### src/shared/weigher_regs.svh
// command addresses, field limits, reset values and timing constants
`ifndef WEIGHER_REGS_SVH
`define WEIGHER_REGS_SVH
// ----------------------------------------
// command addresses
// ----------------------------------------
`define A_TYPE      8'h00
`define A_RELEASE   8'h01
`define A_STATUS    8'h02
`define A_RESTART   8'h03
`define A_AUDIT     8'h04
`define A_UPPER1    8'h05
`define A_UPPER2    8'h06
`define A_UPPER3    8'h07
`define A_LOWER     8'h08
`define A_MODE      8'h09
`define A_STEP      8'h0A
`define A_POINT     8'h0B
`define A_ZERO_CAL  8'h0C
`define A_SPAN      8'h0D
`define A_FOLLOW    8'h0E
`define A_LIMIT     8'h0F
`define A_FACTORY   8'h10
`define A_SAVE      8'h11
`define A_MBAND     8'h12
`define A_STIME     8'h13
`define A_RESULT    8'h14
// ----------------------------------------
// reply words
// ----------------------------------------
`define RSP_OK      32'h00000000
`define RSP_ERR     32'h80000000
`define CH_TYPE     8'h44
`define CH_REL      8'h56
`define CH_STAT     8'h53
`define CH_AUDIT    8'h45
// ----------------------------------------
// accepted argument limits
// ----------------------------------------
`define UPPER_MIN   32'sh00000001
`define UPPER_MAX   32'sh000F423F
`define LOWER_MIN   (-32'sh000F423F)
`define LOWER_TOP   32'sh00000000
`define MODE_MAX    32'sh00000001
`define POINT_MAX   32'sh00000006
`define BAND_MAX    32'sh000000FF
`define TIME_MAX    32'sh0000FFFF
// ----------------------------------------
// reset and factory values
// ----------------------------------------
`define UPPER1_DEF  24'sh0F423F
`define UPPER_REST  24'sh000000
`define LOWER_DEF   (-24'sh000009)
`define MODE_DEF    1'h0
`define STEP_DEF    4'h0
`define POINT_DEF   3'h3
`define FOLLOW_DEF  8'h00
`define LIMIT_DEF   8'h02
`define MBAND_DEF   16'h0001
`define STIME_DEF   16'h03E8
`define WORD_DEF    24'h000000
`define TAC_RESET   17'h00000
`define TAC_MAX     17'h1869F
// ----------------------------------------
// permitted step sizes, smallest first
// ----------------------------------------
`define STEP_0      10'h001
`define STEP_1      10'h002
`define STEP_2      10'h005
`define STEP_3      10'h00A
`define STEP_4      10'h014
`define STEP_5      10'h032
`define STEP_6      10'h064
`define STEP_7      10'h0C8
`define STEP_8      10'h1F4
`define STEP_LAST   4'h8
`define STEP_BAD    4'hF
// ----------------------------------------
// span load and timing
// ----------------------------------------
`define FULL_SCALE  25'sh007D000
`define SPAN_MIN    (`FULL_SCALE / 25'sh0000064)
`define CLK_HZ      32'h0BEBC200
`define MS_PER_S    32'h000003E8
`define MS_CYC      (`CLK_HZ / `MS_PER_S)
`define TRACK_MS    12'h9C4
`define RESTART_CYC 8'h10
`endif

### src/shared/weigher_pkg.sv
// types shared by the weigher command handler
`default_nettype none
package weigher_pkg;
    typedef struct packed {
        logic [7:0]  addr;
        logic [31:0] wdata;
        logic        wr;
        logic        rd;
    } bus_req_t;
    typedef struct packed {
        logic signed [23:0] value;
        logic               over;
        logic               under;
        logic [2:0]         point;
    } weight_out_t;
    typedef enum logic [1:0] {RS_IDLE, RS_WAIT, RS_FIRE} restart_state_t;
endpackage
`default_nettype wire

### src/design/weigher_cmd.sv
// diagnostics and calibration command handler of the weigher
//
// Implementation choices: the register offsets and strobed register access.
`default_nettype none
`include "weigher_regs.svh"
// Summary of operation
// (RQ1) type query returns fixed type code
// (RQ2) version query returns lettered release code
// (RQ3) status query returns letter, left, right
// (RQ4) left: stable 1, zero 2, tare 4
// (RQ5) restart acknowledges first, then resets soon
// (RQ6) unlock query returns letter and audit code
// (RQ7) calibration writes need unlock, else error
// (RQ8) three upper limits, over shows zeros
// (RQ9) lower limit, below it under-range
// (RQ10) range mode: interval or range
// (RQ11) only listed step sizes accepted
// (RQ12) higher ranges use next larger steps
// (RQ13) point position zero to six
// (RQ14) zero calibration stores present signal
// (RQ15) span target set or weight read back
// (RQ16) span load below one percent fails
// (RQ17) zero tracking inside half band, slowly
// (RQ18) tracking stays within zero range
// (RQ19) factory restore: defaults, save, bump code
// (RQ20) save stores group, bumps audit code
// (RQ21) parameter queries need no unlock
// (RQ22) stable after band held for time
// (RQ23) out-of-range values rejected, kept unchanged
module weigher_cmd #(
    parameter int          MS_CYC       = `MS_CYC,
    parameter logic [15:0] TYPE_CODE    = 16'hA5C3, // arbitrary value
    parameter logic [15:0] RELEASE_CODE = 16'h0001  // arbitrary value
) (
    input  wire logic                      CLK,
    input  wire logic                      SYS_RST,
    input  wire weigher_pkg::bus_req_t     BUS,
    output logic [31:0]                    RDATA,
    input  wire logic signed [23:0]        SIGNAL,
    input  wire logic                      TARE_ACTIVE,
    input  wire logic                      ZERO_ACTIVE,
    output weigher_pkg::weight_out_t       WEIGHT,
    output logic                           STABLE,
    output logic                           NVM_SAVE,
    output logic                           RESTART
);
// ----------------------------------------
// decoding helpers
// ----------------------------------------
function automatic logic [9:0] step_of(input logic [3:0] i);
    case (i)
        4'h0:    step_of = `STEP_0;
        4'h1:    step_of = `STEP_1;
        4'h2:    step_of = `STEP_2;
        4'h3:    step_of = `STEP_3;
        4'h4:    step_of = `STEP_4;
        4'h5:    step_of = `STEP_5;
        4'h6:    step_of = `STEP_6;
        4'h7:    step_of = `STEP_7;
        default: step_of = `STEP_8;
    endcase
endfunction

function automatic logic [3:0] step_index(input logic signed [31:0] v);
    step_index = `STEP_BAD;
    for (int k = 0; k <= int'(`STEP_LAST); k++) begin
        if (v == 32'(step_of(4'(k))))
            step_index = 4'(k);
    end
endfunction

function automatic logic is_calib(input logic [7:0] a);
    is_calib = (a >= `A_UPPER1) && (a <= `A_LIMIT);
endfunction
// ----------------------------------------
// state
// ----------------------------------------
logic signed [31:0]          arg;
logic                        unlocked;
logic [16:0]                 change_audit_code;
logic signed [23:0]          upper [0:2];
logic signed [23:0]          lower;
logic                        mode;
logic [3:0]                  step_idx;
logic [2:0]                  point;
logic signed [23:0]          cal_zero;
logic signed [23:0]          cur_zero;
logic [23:0]                 cal_weight;
logic [23:0]                 span_raw;
logic [7:0]                  zt;
logic [7:0]                  zr;
logic [15:0]                 band;
logic [15:0]                 stab_time;
logic                        res_err;
logic                        next_err;
logic                        wr_ok;
logic                        zero_ok;
logic                        save_ok;
logic                        fd_ok;
logic signed [24:0]          load;
logic [17:0]                 ms_div;
logic                        tick;
logic signed [23:0]          motion_ref;
logic [15:0]                 still_ms;
logic signed [24:0]          mdiff;
logic signed [24:0]          net;
logic [1:0]                  r_val;
logic [1:0]                  r_eff;
logic [1:0]                  range_hold;
logic [3:0]                  eff_sum;
logic [3:0]                  eff_idx;
logic signed [24:0]          step_sz;
logic signed [24:0]          dstep;
logic signed [24:0]          mag;
logic signed [24:0]          move;
logic signed [24:0]          cand;
logic signed [24:0]          drift;
logic [11:0]                 track_cnt;
logic                        track_due;
logic                        track_ok;
logic [7:0]                  rs_cnt;
weigher_pkg::restart_state_t rs_state;

assign arg  = BUS.wdata;
assign load = 25'(SIGNAL) - 25'(cal_zero);
// ----------------------------------------
// write check
// ----------------------------------------
always_comb begin
    next_err = 1'b1;
    if (is_calib(BUS.addr) && !unlocked) begin
        next_err = 1'b1; // RQ7
    end else begin
        case (BUS.addr)
            `A_AUDIT:  next_err = (arg != 32'(change_audit_code)); // RQ7
            `A_UPPER1, `A_UPPER2, `A_UPPER3:
                next_err = (arg < `UPPER_MIN) || (arg > `UPPER_MAX); // RQ8 RQ23
            `A_LOWER:  next_err = (arg < `LOWER_MIN) || (arg > `LOWER_TOP); // RQ9 RQ23
            `A_MODE:   next_err = (arg < 0) || (arg > `MODE_MAX); // RQ10 RQ23
            `A_STEP:   next_err = (step_index(arg) == `STEP_BAD); // RQ11 RQ23
            `A_POINT:  next_err = (arg < 0) || (arg > `POINT_MAX); // RQ13 RQ23
            // span needs a settled signal and enough load
            `A_SPAN:   next_err = (arg < `UPPER_MIN) || (arg > `UPPER_MAX)
                                  || !STABLE || (load < `SPAN_MIN); // RQ15 RQ16
            `A_FOLLOW, `A_LIMIT:
                next_err = (arg < 0) || (arg > `BAND_MAX); // RQ23
            `A_MBAND, `A_STIME:
                next_err = (arg < 0) || (arg > `TIME_MAX); // RQ23
            default:   next_err = 1'b1;
        endcase
    end
end

assign wr_ok   = BUS.wr && !next_err;
assign zero_ok = BUS.rd && (BUS.addr == `A_ZERO_CAL) && unlocked && STABLE; // RQ14
assign save_ok = BUS.rd && (BUS.addr == `A_SAVE) && unlocked; // RQ20
assign fd_ok   = BUS.rd && (BUS.addr == `A_FACTORY) && unlocked; // RQ19

always_ff @(posedge CLK or posedge SYS_RST) begin
    if (SYS_RST)
        res_err <= 1'b0;
    else if (BUS.wr)
        res_err <= next_err;
end
// ----------------------------------------
// access code and unlock
// ----------------------------------------
always_ff @(posedge CLK or posedge SYS_RST) begin
    if (SYS_RST)
        change_audit_code <= `TAC_RESET;
    else if (save_ok || fd_ok)
        change_audit_code <= (change_audit_code == `TAC_MAX) ? `TAC_RESET : change_audit_code + 17'h00001; // RQ19 RQ20
end

// a save relocks so the next calibration change needs a fresh code
always_ff @(posedge CLK or posedge SYS_RST) begin
    if (SYS_RST)
        unlocked <= 1'b0;
    else if (save_ok || fd_ok)
        unlocked <= 1'b0;
    else if (BUS.wr && BUS.addr == `A_AUDIT)
        unlocked <= !next_err; // RQ7
end
// ----------------------------------------
// calibration group
// ----------------------------------------
for (genvar g = 0; g < 3; g++) begin : g_upper
    always_ff @(posedge CLK or posedge SYS_RST) begin
        if (SYS_RST)
            upper[g] <= (g == 0) ? `UPPER1_DEF : `UPPER_REST;
        else if (fd_ok)
            upper[g] <= (g == 0) ? `UPPER1_DEF : `UPPER_REST; // RQ19
        else if (wr_ok && BUS.addr == `A_UPPER1 + 8'(g))
            upper[g] <= arg[23:0]; // RQ8
    end
end

// reset branch kept apart so the async reset sees constants only
always_ff @(posedge CLK or posedge SYS_RST) begin
    if (SYS_RST) begin
        lower     <= `LOWER_DEF;
        mode      <= `MODE_DEF;
        step_idx  <= `STEP_DEF;
        point     <= `POINT_DEF;
        zt        <= `FOLLOW_DEF;
        zr        <= `LIMIT_DEF;
        band      <= `MBAND_DEF;
        stab_time <= `STIME_DEF;
    end else if (fd_ok) begin
        lower     <= `LOWER_DEF; // RQ19
        mode      <= `MODE_DEF;
        step_idx  <= `STEP_DEF;
        point     <= `POINT_DEF;
        zt        <= `FOLLOW_DEF;
        zr        <= `LIMIT_DEF;
        band      <= `MBAND_DEF;
        stab_time <= `STIME_DEF;
    end else if (wr_ok) begin
        case (BUS.addr)
            `A_LOWER:  lower     <= arg[23:0]; // RQ9
            `A_MODE:   mode      <= arg[0]; // RQ10
            `A_STEP:   step_idx  <= step_index(arg); // RQ11
            `A_POINT:  point     <= arg[2:0]; // RQ13
            `A_FOLLOW: zt        <= arg[7:0]; // RQ17
            `A_LIMIT:  zr        <= arg[7:0]; // RQ18
            `A_MBAND:  band      <= arg[15:0]; // RQ22
            `A_STIME:  stab_time <= arg[15:0]; // RQ22
            default:   lower     <= lower;
        endcase
    end
end

always_ff @(posedge CLK or posedge SYS_RST) begin
    if (SYS_RST) begin
        cal_weight <= `WORD_DEF;
        span_raw   <= `WORD_DEF;
    end else if (fd_ok) begin
        cal_weight <= `WORD_DEF;
        span_raw   <= `WORD_DEF;
    end else if (wr_ok && BUS.addr == `A_SPAN) begin
        cal_weight <= arg[23:0]; // RQ15
        span_raw   <= load[23:0];
    end
end

always_ff @(posedge CLK or posedge SYS_RST) begin
    if (SYS_RST)
        cal_zero <= `WORD_DEF;
    else if (fd_ok)
        cal_zero <= `WORD_DEF;
    else if (zero_ok)
        cal_zero <= SIGNAL; // RQ14
end
// ----------------------------------------
// millisecond tick and stability
// ----------------------------------------
assign tick = (ms_div == 18'(MS_CYC - 1));

always_ff @(posedge CLK or posedge SYS_RST) begin
    if (SYS_RST)
        ms_div <= 18'h00000;
    else
        ms_div <= tick ? 18'h00000 : ms_div + 18'h00001;
end

assign mdiff = 25'(SIGNAL) - 25'(motion_ref);

// any excursion beyond the band restarts the quiet period
always_ff @(posedge CLK or posedge SYS_RST) begin
    if (SYS_RST) begin
        motion_ref <= `WORD_DEF;
        still_ms   <= 16'h0000;
    end else if (mdiff > $signed(25'(band)) || -mdiff > $signed(25'(band))) begin
        motion_ref <= SIGNAL; // RQ22
        still_ms   <= 16'h0000;
    end else if (tick && still_ms != 16'hFFFF) begin
        still_ms <= still_ms + 16'h0001;
    end
end

always_ff @(posedge CLK or posedge SYS_RST) begin
    if (SYS_RST)
        STABLE <= 1'b0;
    else
        STABLE <= (still_ms >= stab_time) && (mdiff <= $signed(25'(band)))
                  && (-mdiff <= $signed(25'(band))); // RQ22
end
// ----------------------------------------
// ranges, steps and output
// ----------------------------------------
assign net = 25'(SIGNAL) - 25'(cur_zero);

always_comb begin
    if (upper[1] == 0 || net <= 25'(upper[0]))
        r_val = 2'h0;
    else if (upper[2] == 0 || net <= 25'(upper[1]))
        r_val = 2'h1;
    else
        r_val = 2'h2;
    // multi-range keeps the highest range reached until back at zero
    r_eff   = (mode && range_hold > r_val) ? range_hold : r_val; // RQ10
    eff_sum = step_idx + {2'h0, r_eff}; // RQ12
    eff_idx = (eff_sum > `STEP_LAST) ? `STEP_LAST : eff_sum; // RQ12
    step_sz = $signed({15'h0000, step_of(eff_idx)});
end

always_ff @(posedge CLK or posedge SYS_RST) begin
    if (SYS_RST)
        range_hold <= 2'h0;
    else
        range_hold <= (net <= 0) ? 2'h0 : r_eff;
end

always_ff @(posedge CLK or posedge SYS_RST) begin
    if (SYS_RST) begin
        WEIGHT <= '0;
    end else begin
        WEIGHT.over  <= net > 25'(upper[r_eff]); // RQ8
        WEIGHT.under <= net < 25'(lower); // RQ9
        WEIGHT.point <= point; // RQ13
        if (net > 25'(upper[r_eff]) || net < 25'(lower))
            WEIGHT.value <= `WORD_DEF;
        else
            WEIGHT.value <= 24'((net / step_sz) * step_sz); // RQ11
    end
end
// ----------------------------------------
// zero tracking
// ----------------------------------------
// one division per 2.5 s gives the slow tracking rate
assign track_due = tick && (track_cnt == `TRACK_MS - 12'h001);
assign dstep     = $signed({15'h0000, step_of(step_idx)});
assign mag       = (net < 0) ? -net : net;
assign move      = (mag < dstep) ? mag : dstep;
assign cand      = (net < 0) ? 25'(cur_zero) - move : 25'(cur_zero) + move;
assign drift     = cand - 25'(cal_zero);
assign track_ok  = (zt != 8'h00) && STABLE
                   && ((mag + mag) < $signed(25'(zt)) * dstep); // RQ17

always_ff @(posedge CLK or posedge SYS_RST) begin
    if (SYS_RST)
        track_cnt <= 12'h000;
    else if (track_due)
        track_cnt <= 12'h000;
    else if (tick)
        track_cnt <= track_cnt + 12'h001;
end

always_ff @(posedge CLK or posedge SYS_RST) begin
    if (SYS_RST)
        cur_zero <= `WORD_DEF;
    else if (fd_ok)
        cur_zero <= `WORD_DEF;
    else if (zero_ok)
        cur_zero <= SIGNAL; // RQ14
    else if (track_due && track_ok && drift <= $signed(25'(zr)) * dstep
             && -drift <= $signed(25'(zr)) * dstep)
        cur_zero <= cand[23:0]; // RQ17 RQ18
end
// ----------------------------------------
// restart and save strobes
// ----------------------------------------
always_ff @(posedge CLK or posedge SYS_RST) begin
    if (SYS_RST) begin
        rs_state <= weigher_pkg::RS_IDLE;
        rs_cnt   <= 8'h00;
        RESTART  <= 1'b0;
    end else begin
        RESTART <= 1'b0;
        case (rs_state)
            weigher_pkg::RS_IDLE: begin
                rs_cnt <= 8'h00;
                if (BUS.rd && BUS.addr == `A_RESTART)
                    rs_state <= weigher_pkg::RS_WAIT; // RQ5
            end
            weigher_pkg::RS_WAIT: begin
                rs_cnt <= rs_cnt + 8'h01;
                if (rs_cnt == `RESTART_CYC)
                    rs_state <= weigher_pkg::RS_FIRE;
            end
            weigher_pkg::RS_FIRE: begin
                RESTART  <= 1'b1; // RQ5
                rs_state <= weigher_pkg::RS_IDLE;
            end
            default: rs_state <= weigher_pkg::RS_IDLE;
        endcase
    end
end

always_ff @(posedge CLK or posedge SYS_RST) begin
    if (SYS_RST)
        NVM_SAVE <= 1'b0;
    else
        NVM_SAVE <= save_ok || fd_ok; // RQ19 RQ20
end
// ----------------------------------------
// read replies
// ----------------------------------------
always_ff @(posedge CLK or posedge SYS_RST) begin
    if (SYS_RST) begin
        RDATA <= `RSP_OK;
    end else if (BUS.rd) begin
        case (BUS.addr)
            `A_TYPE:     RDATA <= {`CH_TYPE, 8'h00, TYPE_CODE}; // RQ1
            `A_RELEASE:  RDATA <= {`CH_REL, 8'h00, RELEASE_CODE}; // RQ2
            `A_STATUS:   RDATA <= {`CH_STAT, 8'h00, 5'h00, TARE_ACTIVE,
                                   ZERO_ACTIVE, STABLE, 8'h00}; // RQ3 RQ4
            `A_RESTART:  RDATA <= `RSP_OK; // RQ5
            `A_AUDIT:    RDATA <= {`CH_AUDIT, 7'h00, change_audit_code}; // RQ6
            `A_UPPER1:   RDATA <= 32'(upper[0]); // RQ21
            `A_UPPER2:   RDATA <= 32'(upper[1]);
            `A_UPPER3:   RDATA <= 32'(upper[2]);
            `A_LOWER:    RDATA <= 32'(lower);
            `A_MODE:     RDATA <= {31'h00000000, mode};
            `A_STEP:     RDATA <= {22'h000000, step_of(step_idx)};
            `A_POINT:    RDATA <= {29'h00000000, point};
            `A_ZERO_CAL: RDATA <= zero_ok ? `RSP_OK : `RSP_ERR; // RQ14
            `A_SPAN:     RDATA <= {8'h00, cal_weight}; // RQ15
            `A_FOLLOW:   RDATA <= {24'h000000, zt};
            `A_LIMIT:    RDATA <= {24'h000000, zr};
            `A_FACTORY:  RDATA <= fd_ok ? `RSP_OK : `RSP_ERR; // RQ19
            `A_SAVE:     RDATA <= save_ok ? `RSP_OK : `RSP_ERR; // RQ20
            `A_MBAND:    RDATA <= {16'h0000, band};
            `A_STIME:    RDATA <= {16'h0000, stab_time};
            `A_RESULT:   RDATA <= res_err ? `RSP_ERR : `RSP_OK;
            default:     RDATA <= `RSP_ERR;
        endcase
    end else begin
        RDATA <= `RSP_OK;
    end
end
// ----------------------------------------
// checks
// ----------------------------------------
localparam int RS_BOUND = 20;

chk_locked_write: assert property ( // RQ7
    @(posedge CLK) disable iff (SYS_RST)
    BUS.wr && is_calib(BUS.addr) && !unlocked |=> res_err && !unlocked)
    else $error("calibration write taken while locked");
chk_tac_step: assert property ( // RQ20
    @(posedge CLK) disable iff (SYS_RST)
    save_ok && change_audit_code != `TAC_MAX |=> change_audit_code == $past(change_audit_code) + 17'h00001 && NVM_SAVE)
    else $error("audit code not bumped on save");
chk_restart_delay: assert property ( // RQ5
    @(posedge CLK) disable iff (SYS_RST)
    BUS.rd && BUS.addr == `A_RESTART && rs_state == weigher_pkg::RS_IDLE
    |=> RDATA == `RSP_OK ##[1:RS_BOUND] RESTART)
    else $error("restart not acknowledged then fired");
chk_status_bits: assert property ( // RQ4
    @(posedge CLK) disable iff (SYS_RST)
    BUS.rd && BUS.addr == `A_STATUS
    |=> RDATA[15:8] == {5'h00, $past(TARE_ACTIVE), $past(ZERO_ACTIVE), $past(STABLE)}
        && RDATA[7:0] == 8'h00)
    else $error("status bits wrong");
chk_type_reply: assert property ( // RQ1
    @(posedge CLK) disable iff (SYS_RST)
    BUS.rd && BUS.addr == `A_TYPE |=> RDATA == {`CH_TYPE, 8'h00, TYPE_CODE})
    else $error("type reply wrong");
chk_step_keep: assert property ( // RQ11
    @(posedge CLK) disable iff (SYS_RST)
    BUS.wr && BUS.addr == `A_STEP && step_index(arg) == `STEP_BAD
    |=> $stable(step_idx) && res_err)
    else $error("bad step size accepted");
chk_point_range: assert property ( // RQ13
    @(posedge CLK) disable iff (SYS_RST)
    WEIGHT.point <= 3'h6)
    else $error("point position out of range");
chk_audit_reply: assert property ( // RQ6
    @(posedge CLK) disable iff (SYS_RST)
    BUS.rd && BUS.addr == `A_AUDIT |=> RDATA == {`CH_AUDIT, 7'h00, $past(change_audit_code)})
    else $error("unlock reply wrong");
chk_query_free: assert property ( // RQ21
    @(posedge CLK) disable iff (SYS_RST)
    BUS.rd && BUS.addr == `A_LOWER && !unlocked |=> RDATA == 32'($past(lower)))
    else $error("query needs unlock");

endmodule // weigher_cmd
`default_nettype wire

### config.mk
export PLATFORM = sky130hd
export DESIGN_NAME = weigher_cmd
export DESIGN_NICKNAME = d
export VERILOG_FILES = /design/src/shared/weigher_pkg.sv /design/src/design/weigher_cmd.sv
export VERILOG_INCLUDE_DIRS = /design/src /design/src/shared
export SDC_FILE = /design/constraint.sdc
export NUM_CORES = 2
export LEC_CHECK = 0
export ABC_AREA = 1
export BUFFER_PORTS_ARGS = -buffer_cell sky130_fd_sc_hd__clkbuf_2
export CAP_MARGIN = 20
export CORE_MARGIN = 10
export CORE_UTILIZATION = 40
export DETAILED_ROUTE_END_ITERATION = 10
export SYNTH_ARGS = -nofsm -noshare
export SYNTH_HDL_FRONTEND = slang
export SYNTH_SLANG_ARGS = --single-unit
### constraint.sdc
create_clock -name CLK -period 89 [get_ports CLK]
set_input_delay 8.9 -clock CLK [delete_from_list [all_inputs] [get_ports CLK]]
set_output_delay 8.9 -clock CLK [all_outputs]
set_load 0.1 [all_outputs]
* Word-level counts from Yosys, hierarchy flattened
Memories as Yosys holds them, arrays and structs flattened. Cells that the tools add are included.
Storage, ports and cells: memories 3, latch bits 0, bits in writable memories 0, input bits 70, logic and storage cells 342, register bits after elaboration 389, output and inout bits 64, memory bits (read-only) 192
Memory list:
- (name not given) | words 8, bits a word 8, read ports 1, clocked after memory_dff 0, wr ports 0, RTL line weigher_cmd.sv:51 | case (i)
- (name not given) | words 8, bits a word 8, read ports 1, clocked after memory_dff 0, wr ports 0, RTL line weigher_cmd.sv:51
- (name not given) | words 8, bits a word 8, read ports 1, clocked after memory_dff 0, wr ports 0, RTL line weigher_cmd.sv:51
Operators by class: order comparisons 30, reductions and logical operators 78, multiply operators 3, mux-type cells 129, $add $sub $neg 16, bitwise logic cells 1, divide/modulo/power cells 1, shift-type cells 0, equal/unequal tests 49
Operator list (number):
- $pmux W32 S21 | 1
- $eq A32 B10 Y1 | 18
- $mux W24 | 19
- $mux W10 | 39
- $mux W32 | 5
- $mux W16 | 8
- $mux W4 | 24
- $mux W25 | 3
- $neg A25 Y25 | 3
- $sub A24 B24 Y25 | 3
- $eq A8 B4 Y1 const B | 8
- $logic_not A32 Y1 | 2
- $gt A25 B17 Y1 | 2
- $le A25 B17 Y1 | 2
- $le A25 B24 Y1 | 2
- $bmux W24 S2 | 1
- $eq A8 B5 Y1 const B | 6
- $mux W8 | 6
- $mul A8 B10 Y18 | 2
- $reduce_bool A2 Y1 | 18
- $eq A8 B3 Y1 const B | 4
- $gt A32 B1 Y1 const B | 1
- $gt A32 B17 Y1 const B | 1
- $gt A32 B2 Y1 const B | 1
- 64 further kinds | 128

* Depth between registers and ports, before layout
depth in word-level cells 36, gate-level depth with buffers 475

* Worst setup path before layout
No wires, ideal clock.
path kind in2reg, start input SIGNAL[0], end register WEIGHT[28] in the netlist's numbering, data arrival time 73.052 ns, stages on the path 452, buffers on the path 27, setup time 0.118 ns, path slack 15.830 ns, path through inv_1 > ha_1 > inv_1 > fa_1 > nand2_1 > nand3_1 > and2_1 > nand2_1 > nand2_1 > nand3_1 > nand3_1 > nand2_1 > nand2_2 > inv_2 > buf_6 > buf_6 > clkbuf_8 > clkbuf_1 > [... 416 more ...] > nor2_1 > nor2_1 > o21ai_0 > inv_1 > nor2_1 > o21ai_0 > nand2_1 > nand2_1 > inv_1 > o21ai_0 > nand2_1 > xor2_2 > inv_1 > nand2_1 > nand2_1 > nand2_1 > nand2_1 > nor2_2
On the way: word-level cells in the longest chain between the ends 16
RTL lines:
- start: declaration | RTL line weigher_cmd.sv:39 | input wire logic signed [23:0] SIGNAL,
- $sub A24 B24 Y25 (*) | RTL line weigher_cmd.sv:291 | assign net = 25'(SIGNAL) - 25'(cur_zero);
- $le A25 B24 Y1 | RTL line weigher_cmd.sv:296 | else if (upper[2] == 0 || net <= 25'(upper[1]))
- $logic_or A1 B1 Y1 | RTL line weigher_cmd.sv:296
- $mux W2 | RTL line weigher_cmd.sv:296
- $mux W2 | RTL line weigher_cmd.sv:294 | if (upper[1] == 0 || net <= 25'(upper[0]))
- $gt A2 B2 Y1 | RTL line weigher_cmd.sv:301 | r_eff = (mode && range_hold > r_val) ? range_hold : r_val;
- $logic_and A1 B1 Y1 | RTL line weigher_cmd.sv:301
- $mux W2 | RTL line weigher_cmd.sv:301
- $add A4 B2 Y4 | RTL line weigher_cmd.sv:302 | eff_sum = step_idx + {2'h0, r_eff};
- $gt A4 B4 Y1 (no source line)
- $mux W4 | RTL line weigher_cmd.sv:303 | eff_idx = (eff_sum > `STEP_LAST) ? `STEP_LAST : eff_sum;
- $mem_v2 Z8 W8
- $mux W10 | RTL line weigher_cmd.sv:51
- $div A25 B11 Y25 | RTL line weigher_cmd.sv:324 | WEIGHT.value <= 24'((net / step_sz) * step_sz);
- $mul A25 B11 Y24 | RTL line weigher_cmd.sv:324
- $mux W24 (*) | RTL line weigher_cmd.sv:321 | if (net > 25'(upper[r_eff]) || net < 25'(lower))
- end: declaration | RTL line weigher_cmd.sv:42 | output weigher_pkg::weight_out_t WEIGHT,
Mark *: on every way between the ends. The rest lies on a longest branch, timed or not. The select of a mux whose other input is x is not followed. A chain may end at the register's enable or synchronous reset.

* Final worst setup path
Ends and elaborated chain as after synthesis.

==> flow_metrics.env <==
export IMPL_status="completed"
export IMPL_globalplace_congestion=0.980
export IMPL_synth_simple_gate_area_share_pct=26.7
export IMPL_ios=134
export IMPL_worstSkewPairLatency_ns=0.69
export IMPL_die_area_mm2=0.151
export IMPL_drt_pass1_iter_count=7
export IMPL_maxClockFrequency_mhz=12.4
export IMPL_grt_overflow_total=0
export IMPL_post_synthesis_share_of_cell_area_spent_on_xor_and_xnor_gates_pct=6.32
export IMPL_cts_htree_levels=2
export IMPL_critical_path_most_common_cell="sky130_fd_sc_hd__nand2_1"
export IMPL_crit_family="compound AO/OA/AOI/OAI gates"
export IMPL_timing_critical_path_to_type="flop"
export IMPL_antenna_found_initial=3
export IMPL_worst_setup_path_start_kind="input port"
export IMPL_synth_compound_gate_area_share_pct=14.6
export IMPL_path_buf_inv=81
export IMPL_grt_pass1_vias=50812
export IMPL_core_area_mm2=0.135
export IMPL_maxSlewViolCount=0
export IMPL_maxCapViolations=0
export IMPL_register_clock_pin_slew_on_the_reported_worst_setup_and_hold_paths_ns=0.06
export IMPL_cp_slowest_stage_delay_ns=0.55
export IMPL_synth_edf_count=0
export IMPL_post_dp_hpwl_um=153000
export IMPL_dominant_combinational_cell_family_by_area_after_synthesis="simple AND/OR/NAND/NOR gates"
export IMPL_drt_iter0_drc=4286
export IMPL_start_util_pct=40.2
export IMPL_synth_fa_ha_area_share_pct=23.2
export IMPL_worst_ep_required_time_ns=89.56
export IMPL_setup_tns_ns=0
export IMPL_timing_final_crit_share_pct=90.5
export IMPL_timing_worst_slew_pin_value_ns=1.14
export IMPL_synth_lib_cells_used_distinct=88
export IMPL_post_synth_cell_area_avg_um2=6.98
export IMPL_route_final_wire_length_um=190000
export IMPL_synthMuxAreaShare_pct=0.0368
export IMPL_cts_root_buf="sky130_fd_sc_hd__clkbuf_16"
export IMPL_clock_tree_buffer_depth=3
export IMPL_drc_errors=0
export IMPL_drive_gt1_share_pct=8.50
export IMPL_num_rows=135
export IMPL_routed_wire_length_per_instance_um=19.5
export IMPL_fin_crit_ns=80.53
export IMPL_total_number_of_vias=52561
export IMPL_ys_dominant_reg_cell="sky130_fd_sc_hd__dfrtp_1"
export IMPL_drt_vias_per_instance=5.40
export IMPL_ys_seq_area_share_pct=17.9
export IMPL_postCtsSetupRepairBufs=0
export IMPL_pin_count_of_the_biggest_net_entering_global_routing=154
export IMPL_synth_seq_cells=387
export IMPL_max_slew_headroom_pct=23.1
export IMPL_hold_viol=0
export IMPL_worstHoldPathType="reg -> reg"
export IMPL_rsz0062_at_grt="no"
export IMPL_skew_ns=0.0592
export IMPL_layout_area_overhead_vs_synth_pct=8.33
export IMPL_cts_hold_buffers=0
export IMPL_cts_made_buffers=51
export IMPL_timing_critical_path_slowest_stage_cell="sky130_fd_sc_hd__fa_1"
export IMPL_worstPathMaxFanout=42
export IMPL_synth_net_count=8756
export IMPL_drtAntennaViolNets=0
export IMPL_placedCellCount=9630
export IMPL_grt_pass1_wl_um=294000
export IMPL_share_of_flip_flops_with_an_asynchronous_set_or_reset_after_synthesis_pct=100
export IMPL_worstSetupPathType="in -> reg"
export IMPL_cts_num_sinks=387
export IMPL_die_height_um=389
export IMPL_critPathArrivalTime_ns=81.09
export IMPL_setup_viol_count_final=0
export IMPL_syn_area_mm2=0.0545
export IMPL_globalRouteTotalUtil_pct=24.4
export IMPL_stdcell_count=9727
export IMPL_total_of_buffers_placed_on_input_and_output_ports=133
export IMPL_dieWidth_um=389
export IMPL_syn_instance_count=7803
export IMPL_yosys_warnings=0
export IMPL_finalNetCount=8856
export IMPL_tritoncts_clock_tree="done"
==> final timing paths <==
kind / startpoint / end / slack, ns / depth (start not counted)
min: point[1] / WEIGHT[1] / 0.43 / 0
max: SIGNAL[0] / WEIGHT[28] / 8.47 / 424
max reg2reg: cur_zero[2] / WEIGHT[28] / 16.47 / 423
max in group asynchronous: SYS_RST / ms_div[13] / 77.46 / 5
min reg2reg: point[1] / WEIGHT[1] / 0.43 / 0
min in group asynchronous: SYS_RST / RDATA[6] / 8.40 / 2
==> worst reg2reg max path: cells and delay by family, from the launching register on <==
family / cells / cell delay [ns]
adder cells (fa/ha/maj): 36 / 12.96
AND/OR/NAND/NOR: 157 / 20.82
flip-flops: 1 / 0.40
XOR/XNOR: 3 / 1.19
buffers and inverters: 79 / 9.60
AO/OA/AOI/OAI: 148 / 27.42
==> what timing repair did <==
| action | CTS | global route |
|---|---|---|
| resized for setup | 0 | 8 |
| hold endpoints to repair | 0 | 0 |
| setup endpoints to repair | 0 | 7 |
==> cell usage after synthesis, types with 33 or more instances <==
| library cell | instances | area, µm² |
|---|---|---|
| sky130_fd_sc_hd__dfrtp_1 | 342 | 8560 |
| sky130_fd_sc_hd__nor2_1 | 650 | 2440 |
| sky130_fd_sc_hd__o31ai_1 | 42 | 315 |
| sky130_fd_sc_hd__nand4_1 | 130 | 813 |
| sky130_fd_sc_hd__xnor2_1 | 123 | 1080 |
| sky130_fd_sc_hd__a31oi_1 | 42 | 263 |
| sky130_fd_sc_hd__a221oi_1 | 33 | 289 |
| sky130_fd_sc_hd__nand3_2 | 45 | 450 |
| sky130_fd_sc_hd__inv_1 | 1370 | 5140 |
| sky130_fd_sc_hd__o21bai_1 | 49 | 368 |
| sky130_fd_sc_hd__nor4_1 | 57 | 357 |
| sky130_fd_sc_hd__nor2_2 | 45 | 282 |
| sky130_fd_sc_hd__a21o_1 | 36 | 270 |
| sky130_fd_sc_hd__nand2_1 | 1595 | 5990 |
| sky130_fd_sc_hd__ha_1 | 673 | 8420 |
| sky130_fd_sc_hd__clkbuf_1 | 106 | 398 |
| sky130_fd_sc_hd__nand3_1 | 334 | 1670 |
| sky130_fd_sc_hd__o21ai_0 | 431 | 2160 |
| sky130_fd_sc_hd__nor3_1 | 111 | 556 |
| sky130_fd_sc_hd__fa_1 | 210 | 4200 |
| sky130_fd_sc_hd__nand2_2 | 95 | 594 |
| sky130_fd_sc_hd__dfstp_2 | 45 | 1180 |
| sky130_fd_sc_hd__o22ai_1 | 124 | 776 |
| sky130_fd_sc_hd__a21oi_1 | 443 | 2220 |
| sky130_fd_sc_hd__xor2_1 | 257 | 2250 |
==> registers in the layout (all words and copies together), names as in the netlist, 2 cells and up <==
signal / flops
ms_div: 18
zt: 8
stab_time: 16
zr: 8
WEIGHT: 29
cal_weight: 24
rs_state: 2
RDATA: 30
step_idx: 4
point: 3
cur_zero: 24
band: 16
change_audit_code: 17
motion_ref: 24
upper: 72
cal_zero: 24
range_hold: 2
lower: 24
rs_cnt: 8
still_ms: 16
track_cnt: 12
==> stage by stage <==
| step | util (%) | instance area, µm² | hold WS, ns | worst slack, ns |
|---|---|---|---|---|
| 2_1_floorplan | - | 54500 | 0.375 | 15.83 |
| 3_3_place_gp | 42.2 | 57000 | 0.404 | 9.38 |
| 3_5_place_dp | 42.2 | 57000 | 0.403 | 7.07 |
| 4_1_cts | 43.6 | 58900 | 0.425 | 7.48 |
| 5_1_grt | 43.6 | 59000 | 0.429 | 0.0122 |
| 6_report | 43.6 | 59000 | 0.429 | 8.47 |
==> logic make-up after synthesis <==
family | Yosys count
and+or+nand+nor | 3208
DFF | 387
buffers and inverters | 1571
AOI/OAI and AO/OA | 1365
adders and majority gates | 883
xor gates and xnor gates | 387
muxes | 2
==> cell type report <==
| cell class | count | area [µm²] |
|---|---|---|
| well taps | 1781 | 2230 |
| inverters | 1420 | 5340 |
| flip-flops and latches | 387 | 9740 |
| multi-input cells | 5845 | 38600 |
| repair buffers | 198 | 1170 |
| diodes | 1 | 2.50 |
| clock inverters | 30 | 490 |
| fillers | 14142 | 76300 |
| clock buffers | 65 | 1410 |
==> per-layer routing <==
metal / up-vias / global-route usage [%] / routed length, µm
met3: 333 / 4.07 / 13000
met2: 1540 / 40.1 / 85900
met1: 24967 / 32.2 / 83700
li1: 25715 / - / -
met5: - / 0 / 47
met4: 6 / 8.37 / 7410
==> cells in the final DEF, fill, tap and decap left out, types with 42 or more instances in the layout <==
| cell | synthesis | layout |
|---|---|---|
| sky130_fd_sc_hd__nand2_1 | 1595 | 1594 |
| sky130_fd_sc_hd__inv_1 | 1370 | 1369 |
| sky130_fd_sc_hd__ha_1 | 673 | 673 |
| sky130_fd_sc_hd__nor2_1 | 650 | 648 |
| sky130_fd_sc_hd__a21oi_1 | 443 | 442 |
| sky130_fd_sc_hd__o21ai_0 | 431 | 430 |
| sky130_fd_sc_hd__dfrtp_1 | 342 | 342 |
| sky130_fd_sc_hd__nand3_1 | 334 | 334 |
| sky130_fd_sc_hd__xor2_1 | 257 | 257 |
| sky130_fd_sc_hd__fa_1 | 210 | 210 |
| sky130_fd_sc_hd__clkbuf_2 | 2 | 133 |
| sky130_fd_sc_hd__nand4_1 | 130 | 130 |
| sky130_fd_sc_hd__o22ai_1 | 124 | 124 |
| sky130_fd_sc_hd__xnor2_1 | 123 | 123 |
| sky130_fd_sc_hd__nor3_1 | 111 | 109 |
| sky130_fd_sc_hd__nand2_2 | 95 | 96 |
| sky130_fd_sc_hd__buf_4 | 4 | 61 |
| sky130_fd_sc_hd__nor4_1 | 57 | 57 |
| sky130_fd_sc_hd__clkbuf_16 | 0 | 51 |
| sky130_fd_sc_hd__o21bai_1 | 49 | 49 |
| sky130_fd_sc_hd__nor2_2 | 45 | 45 |
| sky130_fd_sc_hd__nand3_2 | 45 | 45 |
| sky130_fd_sc_hd__dfstp_2 | 45 | 45 |
| sky130_fd_sc_hd__a31oi_1 | 42 | 42 |
| sky130_fd_sc_hd__o31ai_1 | 42 | 42 |
Power is not shown: default switching activity piles up to over one toggle a cycle in this logic, so the estimate is an artifact.
